--- config.mk ---
export PLATFORM = sky130hd
export DESIGN_NAME = ccu_top
export DESIGN_NICKNAME = d
export VERILOG_FILES = /design/src/ccu_top.v
export VERILOG_INCLUDE_DIRS = /design/src
export SDC_FILE = /design/constraint.sdc
export NUM_CORES = 1
export LEC_CHECK = 0
export ABC_CLOCK_PERIOD_IN_PS = 5430
export BUFFER_PORTS_ARGS = -buffer_cell sky130_fd_sc_hd__buf_2
export CAP_MARGIN = 20
export CORE_MARGIN = 4
export CORE_UTILIZATION = 40
export DETAILED_ROUTE_END_ITERATION = 8
export GPL_ROUTABILITY_DRIVEN = 0
export PLACE_DENSITY = 0.71
export REMOVE_ABC_BUFFERS = 1
export SLEW_MARGIN = 20
export SYNTH_ARGS = -nofsm -noshare
export SYNTH_HDL_FRONTEND = slang
export SYNTH_SLANG_ARGS = --single-unit
--- constraint.sdc ---
create_clock -name clk -period 5.43 [get_ports clk]
set_clock_uncertainty 0.1 [all_clocks]
set_input_delay 0.8145 -clock clk [delete_from_list [all_inputs] [get_ports clk]]
set_output_delay 0.8145 -clock clk [all_outputs]
set_load 0.02 [all_outputs]
--- src/ccu_defines.vh ---
`ifndef CCU_DEFINES_VH
`define CCU_DEFINES_VH

// ****************************************
// Register offsets
// ****************************************
`define CCU_ADDR_U1_LOW   8'h15
`define CCU_ADDR_U1_HIGH  8'h16
`define CCU_ADDR_U1_CTRL  8'h17
`define CCU_ADDR_U2_LOW   8'h1b
`define CCU_ADDR_U2_HIGH  8'h1c
`define CCU_ADDR_U2_CTRL  8'h1d

// ****************************************
// Control register layout
// ****************************************
`define CCU_CTRL_RESET    6'h00
`define CCU_CTRL_W        6
`define CCU_MODE_MSB      3
`define CCU_MODE_LSB      0
`define CCU_DUTY_MSB      5
`define CCU_DUTY_LSB      4
`define CCU_RD_ZERO       8'h00

// ****************************************
// Mode select codes
// ****************************************
`define CCU_MODE_OFF      4'h0
`define CCU_MODE_CAP_FALL 4'h4
`define CCU_MODE_CAP_RISE 4'h5
`define CCU_MODE_CAP_4    4'h6
`define CCU_MODE_CAP_16   4'h7
`define CCU_MODE_CMP_SET  4'h8
`define CCU_MODE_CMP_CLR  4'h9
`define CCU_MODE_CMP_SW   4'ha
`define CCU_MODE_CMP_SPEC 4'hb

// ****************************************
// Prescale terminal counts
// ****************************************
`define CCU_PS_LAST4      4'h3
`define CCU_PS_MASK4      4'h3
`define CCU_PS_LAST16     4'hf
`define CCU_PS_RESET      4'h0
`define CCU_VAL_RESET     16'h0000

`endif

--- src/ccu_top.v ---
// Overview of operation
// 16-bit value accessed as two bytes
// Both units identical except special trigger
// Mode zero disables, resets internal state
// Modes 0100/0101 capture falling/rising edges
// Modes 0110/0111 capture every 4th/16th rise
// Capture copies full 16-bit timer count
// Capture sets event flag; software clears
// New capture overwrites, no overrun flag
// Edge detector watches pin regardless of direction
// Mode 1000 drives output high, sets flag
// Mode 1001 drives output low, sets flag
// Mode 1010 only sets flag on match
// Mode 1011 special trigger resets timer, ADC
// Modes 11xx waveform, bits 5-4 duty LSbs
// Control bits 7-6 read zero; reset zero
// Prescaler cleared when off or not capturing
// Compare value continuously against timer
// Control write of zero clears output latch
// Special trigger reset never sets overflow flag
// Pin passes two-flop synchroniser first
// Event flag leaves as one-cycle set pulse
`timescale 1ns/1ps
`default_nettype none
`include "ccu_defines.vh"

module ccu_unit #(
  parameter TIMER_W = 16
) (
  input  wire               clk,
  input  wire               sys_rst,
  input  wire               ctrlWr,
  input  wire               lowWr,
  input  wire               highWr,
  input  wire [7:0]         wrData,
  input  wire               pinIn,
  input  wire [TIMER_W-1:0] timerCount,
  output reg  [5:0]         ctrl_r,
  output reg  [TIMER_W-1:0] value_r,
  output reg                cmpOut_r,
  output reg                eventPulse_r,
  output reg                special_r,
  output reg                waveEnable_r,
  output reg  [9:0]         waveDuty_r
);

  // ****************************************
  // Pin synchroniser and edge detect
  // ****************************************
  reg       pinMeta_r;
  reg       pinSync_r;
  reg       pinLast_r;
  reg [3:0] preCnt_r;
  reg [3:0] preCnt_nxt;
  reg       matchLast_r;
  reg       capture;
  reg       hit;

  wire [3:0] mode     = ctrl_r[`CCU_MODE_MSB:`CCU_MODE_LSB];
  wire       isCap    = (mode[3:2] == 2'b01);
  wire       isCmp    = (mode[3:2] == 2'b10);
  wire       rise     = pinSync_r & ~pinLast_r;
  wire       fall     = ~pinSync_r & pinLast_r;
  wire       match    = isCmp && (timerCount == value_r);
  wire       cmpFire  = match & ~matchLast_r;

  // Pin level is taken as-is, so a port write while driven out still captures
  always @(posedge clk or posedge sys_rst) begin
    if (sys_rst) begin
      pinMeta_r <= 1'b0;
      pinSync_r <= 1'b0;
      pinLast_r <= 1'b0;
    end else begin
      pinMeta_r <= pinIn;
      pinSync_r <= pinMeta_r;
      pinLast_r <= pinSync_r;
    end
  end

  // ****************************************
  // Capture qualification
  // ****************************************
  always @* begin
    preCnt_nxt = preCnt_r;
    capture    = 1'b0;
    hit        = 1'b0;
    if (!isCap) begin
      preCnt_nxt = `CCU_PS_RESET;
    end else begin
      if (rise) begin
        preCnt_nxt = preCnt_r + 4'h1;
      end
      case (mode)
        `CCU_MODE_CAP_FALL: begin
          capture = fall;
        end
        `CCU_MODE_CAP_RISE: begin
          capture = rise;
        end
        `CCU_MODE_CAP_4: begin
          hit     = ((preCnt_r & `CCU_PS_MASK4) == `CCU_PS_LAST4);
          capture = rise & hit;
        end
        `CCU_MODE_CAP_16: begin
          hit     = (preCnt_r == `CCU_PS_LAST16);
          capture = rise & hit;
        end
        default: begin
          capture = 1'b0;
        end
      endcase
    end
  end

  // ****************************************
  // Control, value, compare latch
  // ****************************************
  always @(posedge clk or posedge sys_rst) begin
    if (sys_rst) begin
      ctrl_r       <= `CCU_CTRL_RESET;
      value_r      <= `CCU_VAL_RESET;
      cmpOut_r     <= 1'b0;
      eventPulse_r <= 1'b0;
      special_r    <= 1'b0;
      preCnt_r     <= `CCU_PS_RESET;
      matchLast_r  <= 1'b0;
      waveEnable_r <= 1'b0;
      waveDuty_r   <= 10'h000;
    end else begin
      preCnt_r    <= preCnt_nxt;
      matchLast_r <= match;
      if (ctrlWr) begin
        ctrl_r <= wrData[`CCU_CTRL_W-1:0];
      end
      // Capture wins over a same-cycle software byte write
      if (capture) begin
        value_r <= timerCount;
      end else begin
        if (lowWr) begin
          value_r[7:0] <= wrData;
        end
        if (highWr) begin
          value_r[TIMER_W-1:8] <= wrData;
        end
      end
      eventPulse_r <= capture | cmpFire;
      special_r    <= cmpFire && (mode == `CCU_MODE_CMP_SPEC);
      if (ctrlWr && (wrData[`CCU_CTRL_W-1:0] == `CCU_CTRL_RESET)) begin
        cmpOut_r <= 1'b0;
      end else if (cmpFire && (mode == `CCU_MODE_CMP_SET)) begin
        cmpOut_r <= 1'b1;
      end else if (cmpFire && (mode == `CCU_MODE_CMP_CLR)) begin
        cmpOut_r <= 1'b0;
      end
      // Period/duty timing lives with the waveform timer, not here
      waveEnable_r <= (mode[3:2] == 2'b11);
      waveDuty_r   <= {value_r[7:0], ctrl_r[`CCU_DUTY_MSB:`CCU_DUTY_LSB]};
    end
  end

endmodule // ccu_unit

module ccu_top #(
  parameter TIMER_W = 16
) (
  input  wire               clk,
  input  wire               sys_rst,
  input  wire [7:0]         regAddr,
  input  wire [7:0]         regWrData,
  input  wire               regWr,
  input  wire               regRd,
  output reg  [7:0]         regRdData,
  input  wire [TIMER_W-1:0] timerCount,
  input  wire               unit1PinIn,
  input  wire               unit2PinIn,
  input  wire               adcEnabled,
  output wire               unit1CmpOut,
  output wire               unit2CmpOut,
  output wire               unit1EventSet,
  output wire               unit2EventSet,
  output reg                timerResetPulse,
  output reg                overflowSuppress,
  output reg                adcStartPulse,
  output wire               unit1WaveEnable,
  output wire               unit2WaveEnable,
  output wire [9:0]         unit1WaveDuty,
  output wire [9:0]         unit2WaveDuty
);

  // ****************************************
  // Register decode
  // ****************************************
  wire [5:0]         ctrl1;
  wire [5:0]         ctrl2;
  wire [TIMER_W-1:0] value1;
  wire [TIMER_W-1:0] value2;
  wire               special1;
  wire               special2;
  reg  [7:0]         rdNxt;

  wire wrU1Low  = regWr && (regAddr == `CCU_ADDR_U1_LOW);
  wire wrU1High = regWr && (regAddr == `CCU_ADDR_U1_HIGH);
  wire wrU1Ctrl = regWr && (regAddr == `CCU_ADDR_U1_CTRL);
  wire wrU2Low  = regWr && (regAddr == `CCU_ADDR_U2_LOW);
  wire wrU2High = regWr && (regAddr == `CCU_ADDR_U2_HIGH);
  wire wrU2Ctrl = regWr && (regAddr == `CCU_ADDR_U2_CTRL);

  always @* begin
    case (regAddr)
      `CCU_ADDR_U1_LOW:  rdNxt = value1[7:0];
      `CCU_ADDR_U1_HIGH: rdNxt = value1[TIMER_W-1:8];
      `CCU_ADDR_U1_CTRL: rdNxt = {2'b00, ctrl1};
      `CCU_ADDR_U2_LOW:  rdNxt = value2[7:0];
      `CCU_ADDR_U2_HIGH: rdNxt = value2[TIMER_W-1:8];
      `CCU_ADDR_U2_CTRL: rdNxt = {2'b00, ctrl2};
      default:           rdNxt = `CCU_RD_ZERO;
    endcase
  end

  // ****************************************
  // Units
  // ****************************************
  // Same module for both keeps them identical; only trigger use differs
  ccu_unit #(.TIMER_W(TIMER_W)) unitOne (
    .clk          (clk),
    .sys_rst      (sys_rst),
    .ctrlWr       (wrU1Ctrl),
    .lowWr        (wrU1Low),
    .highWr       (wrU1High),
    .wrData       (regWrData),
    .pinIn        (unit1PinIn),
    .timerCount   (timerCount),
    .ctrl_r       (ctrl1),
    .value_r      (value1),
    .cmpOut_r     (unit1CmpOut),
    .eventPulse_r (unit1EventSet),
    .special_r    (special1),
    .waveEnable_r (unit1WaveEnable),
    .waveDuty_r   (unit1WaveDuty)
  );

  ccu_unit #(.TIMER_W(TIMER_W)) unitTwo (
    .clk          (clk),
    .sys_rst      (sys_rst),
    .ctrlWr       (wrU2Ctrl),
    .lowWr        (wrU2Low),
    .highWr       (wrU2High),
    .wrData       (regWrData),
    .pinIn        (unit2PinIn),
    .timerCount   (timerCount),
    .ctrl_r       (ctrl2),
    .value_r      (value2),
    .cmpOut_r     (unit2CmpOut),
    .eventPulse_r (unit2EventSet),
    .special_r    (special2),
    .waveEnable_r (unit2WaveEnable),
    .waveDuty_r   (unit2WaveDuty)
  );

  // ****************************************
  // Read data and special triggers
  // ****************************************
  always @(posedge clk or posedge sys_rst) begin
    if (sys_rst) begin
      regRdData        <= `CCU_RD_ZERO;
      timerResetPulse  <= 1'b0;
      overflowSuppress <= 1'b0;
      adcStartPulse    <= 1'b0;
    end else begin
      regRdData        <= regRd ? rdNxt : `CCU_RD_ZERO;
      timerResetPulse  <= special1 | special2;
      overflowSuppress <= special1 | special2;
      adcStartPulse    <= special2 & adcEnabled;
    end
  end

endmodule // ccu_top
`default_nettype wire

==> results.toml, run 1 <==
[clock_tree]
cts_buffers = 9
cts_tree = "built"
cts_root_buf = "clkbuf_16"
h-tree-depth = 3
cts-hold-fix-buffers = 0
clk_pin_slew_ns = 0.06
cts_sinks = 98
cts_resized = 0
post-cts-setup-buffer-count = 0
clk_latency_ns = 0.35
cts_buffer_depth = 2

[setup_path]
regToRegEndpoint = "unitTwo.cmpOut_r$_DFFE_PP0P_"
critPathSlowestCell = "nor3b_1"
crit_chain = "buf_2, nor4b_4, nand4b_2, nor3b_1, buf_4, mux2i_1, a21oi_1"
cpLargestDelayFamily = "simple AND/OR/NAND/NOR gates"
path_max_fanout = 9
regToRegSetupSlack_ns = 3.29
critPathBufInv = 2
r2r-start = "unitTwo.value_r[2]$_DFFE_PP0P_"
start_kind = "input pin"
critPathKind = "input pin to flip-flop"
cp.arrival_ns = 2.70
required_ns = 5.55
max_stage_delay_ns = 0.53
setup.worst_path.end_class = "flip-flop"
reg2reg_depth = 5

[power_and_ir_drop]
p_per_area_nw_per_um2 = 348
peakVddDrop_uv = 153
power.leakage_uw = 0.00253

[synth]
syn-cell-area_um2 = 4540
synthFlopType = "dfrtp_1"
yosysTopAreaCell = "dfrtp_1"
synth_area_leaders = "dfrtp_1, mux2i_1, xor2_1, nor2_1, a21oi_1"
yosysUniqueCellTypes = 47
ys_seq_area_share_pct = 54.0
yosysTopAreaCellShare_pct = 54.0
synth_cells = 395
synth-edff-count = 0
synth.most_common_cell = "dfrtp_1"
ys_async_sr_fraction_pct = 100
syn_area_per_cell_um2 = 11.5
yosys_warnings = 0
ys_ff_latch = 98
synthTopCellsByCount = "dfrtp_1, nor2_1, mux2i_1, a21oi_1, xor2_1"

[layout]
finalNetCount = 513
stdcell_area_um2 = 5350
regArea_um2 = 2450
drive_above_1_share_pct = 26.6
nFillCells = 984
area_growth_pct = 17.8
diodes = 0
multiInputGateArea_um2 = 2020

[routing]
vias = 3251
finalWirelength_um = 11100
ant_nets = 0
dr.pass1.iters = 4
drt-wirelength-per-cell_um = 18.0
drc = 0
viasPerCell = 5.27
drt_iter0_drc = 218

[placed_design]
dpl_cell_area_um2 = 5070
port_buffers = 75
hpwl_um = 8110
post-place-ws_ns = 2.50

[hold_path]
min_from = "unitTwo.pinMeta_r$_DFF_PP0_"
min_to = "unitTwo.pinSync_r$_DFF_PP0_"
hold_class = "flip-flop to flip-flop"
whs_path_depth = 0

[floorplanning]
die_w_um = 115
start_util_pct = 41.4
rows = 38
dieArea_um2 = 13100
fp.dieH_um = 115
core_um2 = 11000
io_pins = 76

[grt]
grt_pass1_wl_um = 17800
overflow = 0
track_usage_pct = 17.6
grt_antenna_before_repair = 0
grt_pass1_vias = 3345
grt_max_degree = 58

[sta]
finalMaxSlewViolations = 0
finalCriticalPeriod_ns = 2.58
setup-tns-final_ns = 0
fmax_mhz = 388
period_share_pct = 47.5
slew_headroom_pct = 52.1
tightest_slew_ns = 0.719
setup_viol = 0
hold_viol = 0
setup_slack_ns = 2.85
rsz0062_at_grt = "no"

[outcome]
status = "finished clean"

[job]
cap_viol_max_count = 0
==> worst register-to-register path, delay by kind of cell (launching register included) <==
kind | cells | cell delay, ns
mux | 1 | 0.23
xor+xnor | 1 | 0.16
simple gates | 3 | 1.16
flops | 1 | 0.42
==> layout make-up <==
class	count	share of cell area, %
Clock buffer	12	4.79
Clock inverter	4	0.491
Inverter	1	0.117
Multi-Input combinational cell	282	37.8
Sequential cell	98	45.8
Tap cell	140	3.27
Timing Repair Buffer	80	7.71
==> cells by family (layout without fill, tap and decap cells) <==
kind of cell | Yosys count | after routing | synth area share, %
and+or+nand+nor | 121 | 121 | 14.6
xor gates and xnor gates | 38 | 38 | 7.33
DFF | 98 | 98 | 54.0
buffers and inverters | 15 | 97 | 1.65
AOI/OAI and AO/OA | 61 | 61 | 8.34
muxes | 60 | 60 | 13.6
adders and majority gates | 2 | 2 | 0.551
==> stage by stage <==
step | util (%) | hold WS [ns] | total power, µW | std cells
2_1_floorplan | - | 0.231 | 1130 | 381
6_report | 48.7 | 0.247 | 1860 | 617
5_1_grt | 48.7 | 0.255 | 1950 | 617
3_5_place_dp | 46.2 | 0.236 | 1270 | 601
3_3_place_gp | 46.2 | 0.232 | 1260 | 601
4_1_cts | 48.7 | 0.249 | 1880 | 617
==> per-layer routing <==
layer | track usage [%] | up-vias | part of all wire [%]
li1 | - | 1548 | -
met1 | 23.8 | 1581 | 44
met2 | 27.7 | 105 | 48
met3 | 2.80 | 17 | 6.2
met4 | 8.16 | 0 | 2.1
met5 | 0 | - | 0
==> worst max path at each step <==
stage | to | start | cells past startpoint
floorplan | adcStartPulse$_DFF_PP0_ | sys_rst | 1
global placement | unitOne.value_r[12]$_DFFE_PP0P_ | regAddr[5] | 7
detailed placement | unitOne.value_r[12]$_DFFE_PP0P_ | regAddr[5] | 7
CTS | unitOne.value_r[12]$_DFFE_PP0P_ | regAddr[5] | 7
global route | unitOne.value_r[10]$_DFFE_PP0P_ | regAddr[5] | 7
finish | unitOne.value_r[12]$_DFFE_PP0P_ | regAddr[5] | 7
==> cell usage in the layout (no fill, tap or decap), types with 3 or more instances in the layout <==
master	instances
dfrtp_1	98
buf_2	75
nor2_1	55
mux2i_1	47
a21oi_1	38
xor2_1	32
nand2_1	15
mux2_2	13
nor4_1	9
clkbuf_16	9
xnor2_1	6
a221o_2	6
o21a_1	6
buf_4	5
nand4b_1	4
nand2b_1	3
nor2b_1	3
nand3b_1	3
nor3b_1	3
o21ai_0	3
nand3_1	3
nor3_1	3
and2_1	3
nand4_1	3
==> flip-flops by register name, indices dropped and copies added (netlist names), 4 cells and up <==
signal / flops
unitTwo.ctrl_r: 6
unitOne.value_r: 16
unitOne.waveDuty_r: 10
unitTwo.preCnt_r: 4
regRdData: 8
unitTwo.value_r: 16
unitOne.preCnt_r: 4
unitTwo.waveDuty_r: 10
unitOne.ctrl_r: 6
==> power breakdown <==
part	internal, µW	total [µW]	switching (µW)
Clock	335	602	267
Sequential	838	938	100
Combinational	138	324	186
Total	1310	1860	553
Power figures use the tool's default switching activity.
==> inputs of run 2 (changes only) <==
--- a/config.mk
+++ b/config.mk
@@ -6,14 +6,15 @@
 export SDC_FILE = /design/constraint.sdc
 export NUM_CORES = 1
 export LEC_CHECK = 0
-export ABC_CLOCK_PERIOD_IN_PS = 5430
+export ABC_AREA = 1
+export ABC_CLOCK_PERIOD_IN_PS = 2500
 export BUFFER_PORTS_ARGS = -buffer_cell sky130_fd_sc_hd__buf_2
 export CAP_MARGIN = 20
 export CORE_MARGIN = 4
 export CORE_UTILIZATION = 40
 export DETAILED_ROUTE_END_ITERATION = 8
 export GPL_ROUTABILITY_DRIVEN = 0
-export PLACE_DENSITY = 0.71
+export PLACE_DENSITY = 0.7
 export REMOVE_ABC_BUFFERS = 1
 export SLEW_MARGIN = 20
 export SYNTH_ARGS = -nofsm -noshare
==> constraint.sdc (replaced) <==
create_clock -name clk -period 2.5 [get_ports clk]
set_clock_uncertainty 0.1 [all_clocks]
set_input_delay 0.375 -clock clk [delete_from_list [all_inputs] [get_ports clk]]
set_output_delay 0.375 -clock clk [all_outputs]
set_load 0.02 [all_outputs]
==> results.toml, run 2 <==
[hold_path]
hold_class = "input pin to async pin"

[grt]
grt_pass1_vias = 4326
grt_max_degree = 50
track_usage_pct = 20.5
grt_pass1_wl_um = 22800
grt_antenna_before_repair = 0
overflow = 0

[setup_path]
cp.arrival_ns = 2.03
required_ns = 2.67
critPathKind = "flip-flop to flip-flop"
path_max_fanout = 49
setup.worst_path.end_class = "flip-flop"
start_kind = "flip-flop"

[synth]
ys_async_sr_fraction_pct = 100
yosys_warnings = 0
yosysUniqueCellTypes = 36
synth_area_leaders = "dfrtp_1, nand2_1, o211ai_2, inv_1, nand3_1"
ys_seq_area_share_pct = 48.4
synth_cells = 595
syn-cell-area_um2 = 5070
syn_area_per_cell_um2 = 8.52
synthFlopType = "dfrtp_1"
synth.most_common_cell = "nand2_1"
yosysTopAreaCellShare_pct = 48.4
ys_ff_latch = 98
synthTopCellsByCount = "nand2_1, dfrtp_1, inv_1, nor2_1, nand3_1"
yosysTopAreaCell = "dfrtp_1"
synth-edff-count = 0

[clock_tree]
clk_latency_ns = 0.35
cts_root_buf = "clkbuf_16"
post-cts-setup-buffer-count = 0
cts_sinks = 98
cts_tree = "built"
cts_resized = 0
h-tree-depth = 3
cts_buffer_depth = 2
cts_buffers = 9
cts-hold-fix-buffers = 0
clk_pin_slew_ns = 0.06

[outcome]
violations = "hold timing"
status = "finished, violations left"

[routing]
viasPerCell = 5.37
drc = 0
drt_iter0_drc = 634
vias = 4548
drt-wirelength-per-cell_um = 17.3
dr.pass1.iters = 7
finalWirelength_um = 14600
ant_nets = 0

[layout]
largest_registers = "unitOne.value_r x16, unitTwo.value_r x16"
diodes = 0
area_growth_pct = 16.8
final_cell_count_no_fill = 847
final_common_cell = "nand2_1"
final_cell_mix = "nand2_1, dfrtp_1, buf_2, inv_1, nor2_1"
finalNetCount = 715
drive_above_1_share_pct = 26.5

[power_and_ir_drop]
peakVddDrop_uv = 338
sequentialPowerShare_pct = 46.1
switching_power_uw = 1390
power.leakage_uw = 0.00299
p_total_uw = 4360
switching_share_pct = 31.8
power_frac_comb_pct = 21.4
p_per_area_nw_per_um2 = 737
clkPwrFrac_pct = 32.5
intPower_uw = 2970

[floorplanning]
rows = 40
fp.dieH_um = 121
dieArea_um2 = 14500
core_um2 = 12200
io_pins = 76
start_util_pct = 41.5
die_w_um = 121

[sta]
finalMaxSlewViolations = 0
fmax_mhz = 539
period_share_pct = 74.2
tightest_slew_ns = 0.573
setup_viol = 0
rsz0062_at_grt = "no"
hold_viol = 18
finalCriticalPeriod_ns = 1.86
slew_headroom_pct = 61.8
holdWs_ns = -0.0126
setup-tns-final_ns = 0

[job]
cap_viol_max_count = 0

[placed_design]
hpwl_um = 11400
port_buffers = 75
place_inst = 831
run 2: cell count changes after synthesis, sizes merged, moves of 13 or more:
cell	before	now
o21ai	3	26
a21oi	38	9
o211ai	0	33
inv	1	92
mux2	13	0
mux2i	47	0
xor2	32	2
o22ai	0	18
nand3	3	54
nand2	16	146
run 2: through the flow:
| stage | hold slack (ns) | util, % | cell area [µm²] | setup slack, ns |
|---|---|---|---|---|
| 4_1_cts | 0.00753 | 48.5 | 5920 | 0.655 |
| 3_3_place_gp | 0.234 | 45.9 | 5610 | 0.611 |
| 5_1_grt | 0.0138 | 48.5 | 5920 | 0.521 |
| 6_report | -0.0126 | 48.5 | 5920 | 0.644 |
| 3_5_place_dp | 0.236 | 45.9 | 5610 | 0.540 |
| 2_1_floorplan | 0.231 | - | 4980 | -0.537 |
run 2: worst paths after layout:
kind,start,endpoint,slack (ns),depth (start not counted)
max in group asynchronous,sys_rst,unitOne.matchLast_r$_DFF_PP0_,1.69,3
max,unitTwo.pinSync_r$_DFF_PP0_,unitTwo.value_r[1]$_DFFE_PP0P_,0.64,9
min reg2reg,unitOne.pinMeta_r$_DFF_PP0_,unitOne.pinSync_r$_DFF_PP0_,0.25,0
max reg2reg,unitTwo.pinSync_r$_DFF_PP0_,unitTwo.value_r[1]$_DFFE_PP0P_,0.64,9
min,sys_rst,regRdData[5]$_DFF_PP0_,-0.01,2
min in group clk,unit1PinIn,unitOne.pinMeta_r$_DFF_PP0_,0.02,1
run 2: final cells by class:
cell class	count	area, µm²
clock buffer	12	256
clock inverter	4	50.0
fill	1181	6290
inverter	93	353
multi-input combinational	393	2180
sequential	98	2450
tap	168	210
timing repair buffer	79	418
run 2: critical path: stages, from the launching register on:
cell	delay, ns
dfrtp_1	0.41
nand2_2	0.10
clkinv_2	0.10
nand3_1	0.08
o21a_1	0.13
o31ai_2	0.06
nand2_2	0.06
buf_4	0.41
nand3_1	0.19
o211ai_2	0.12
run 2: kinds of logic (layout without fill, tap and decap cells):
| logic type | Yosys count | count (layout) | synth area share [%] |
|---|---|---|---|
| flops | 98 | 98 | 48.4 |
| fa+ha+maj | 2 | 2 | 0.494 |
| buf+inv | 104 | 188 | 8.64 |
| xor+xnor | 6 | 6 | 1.04 |
| compound gates | 89 | 89 | 13.7 |
| simple gates | 296 | 296 | 27.8 |
run 2: power by group through the flow:
stage	Sequential (µW)	Combinational (µW)	Clock [µW]
after floorplan	2050	552	0
after global placement	2030	888	0
after detailed placement	2030	918	0
after CTS	2000	922	1460
after global routing	2030	1020	1520
final	2010	934	1420
run 2: routing by layer:
metal  vias up  part of all wire, %  global-route usage (%)
met2       261                   47                    33.3
met3        63                  9.5                    4.91
met1      2126                   39                    26.3
met5         -                    0                       0
met4         0                  4.1                    8.71
li1       2098                    -                       -
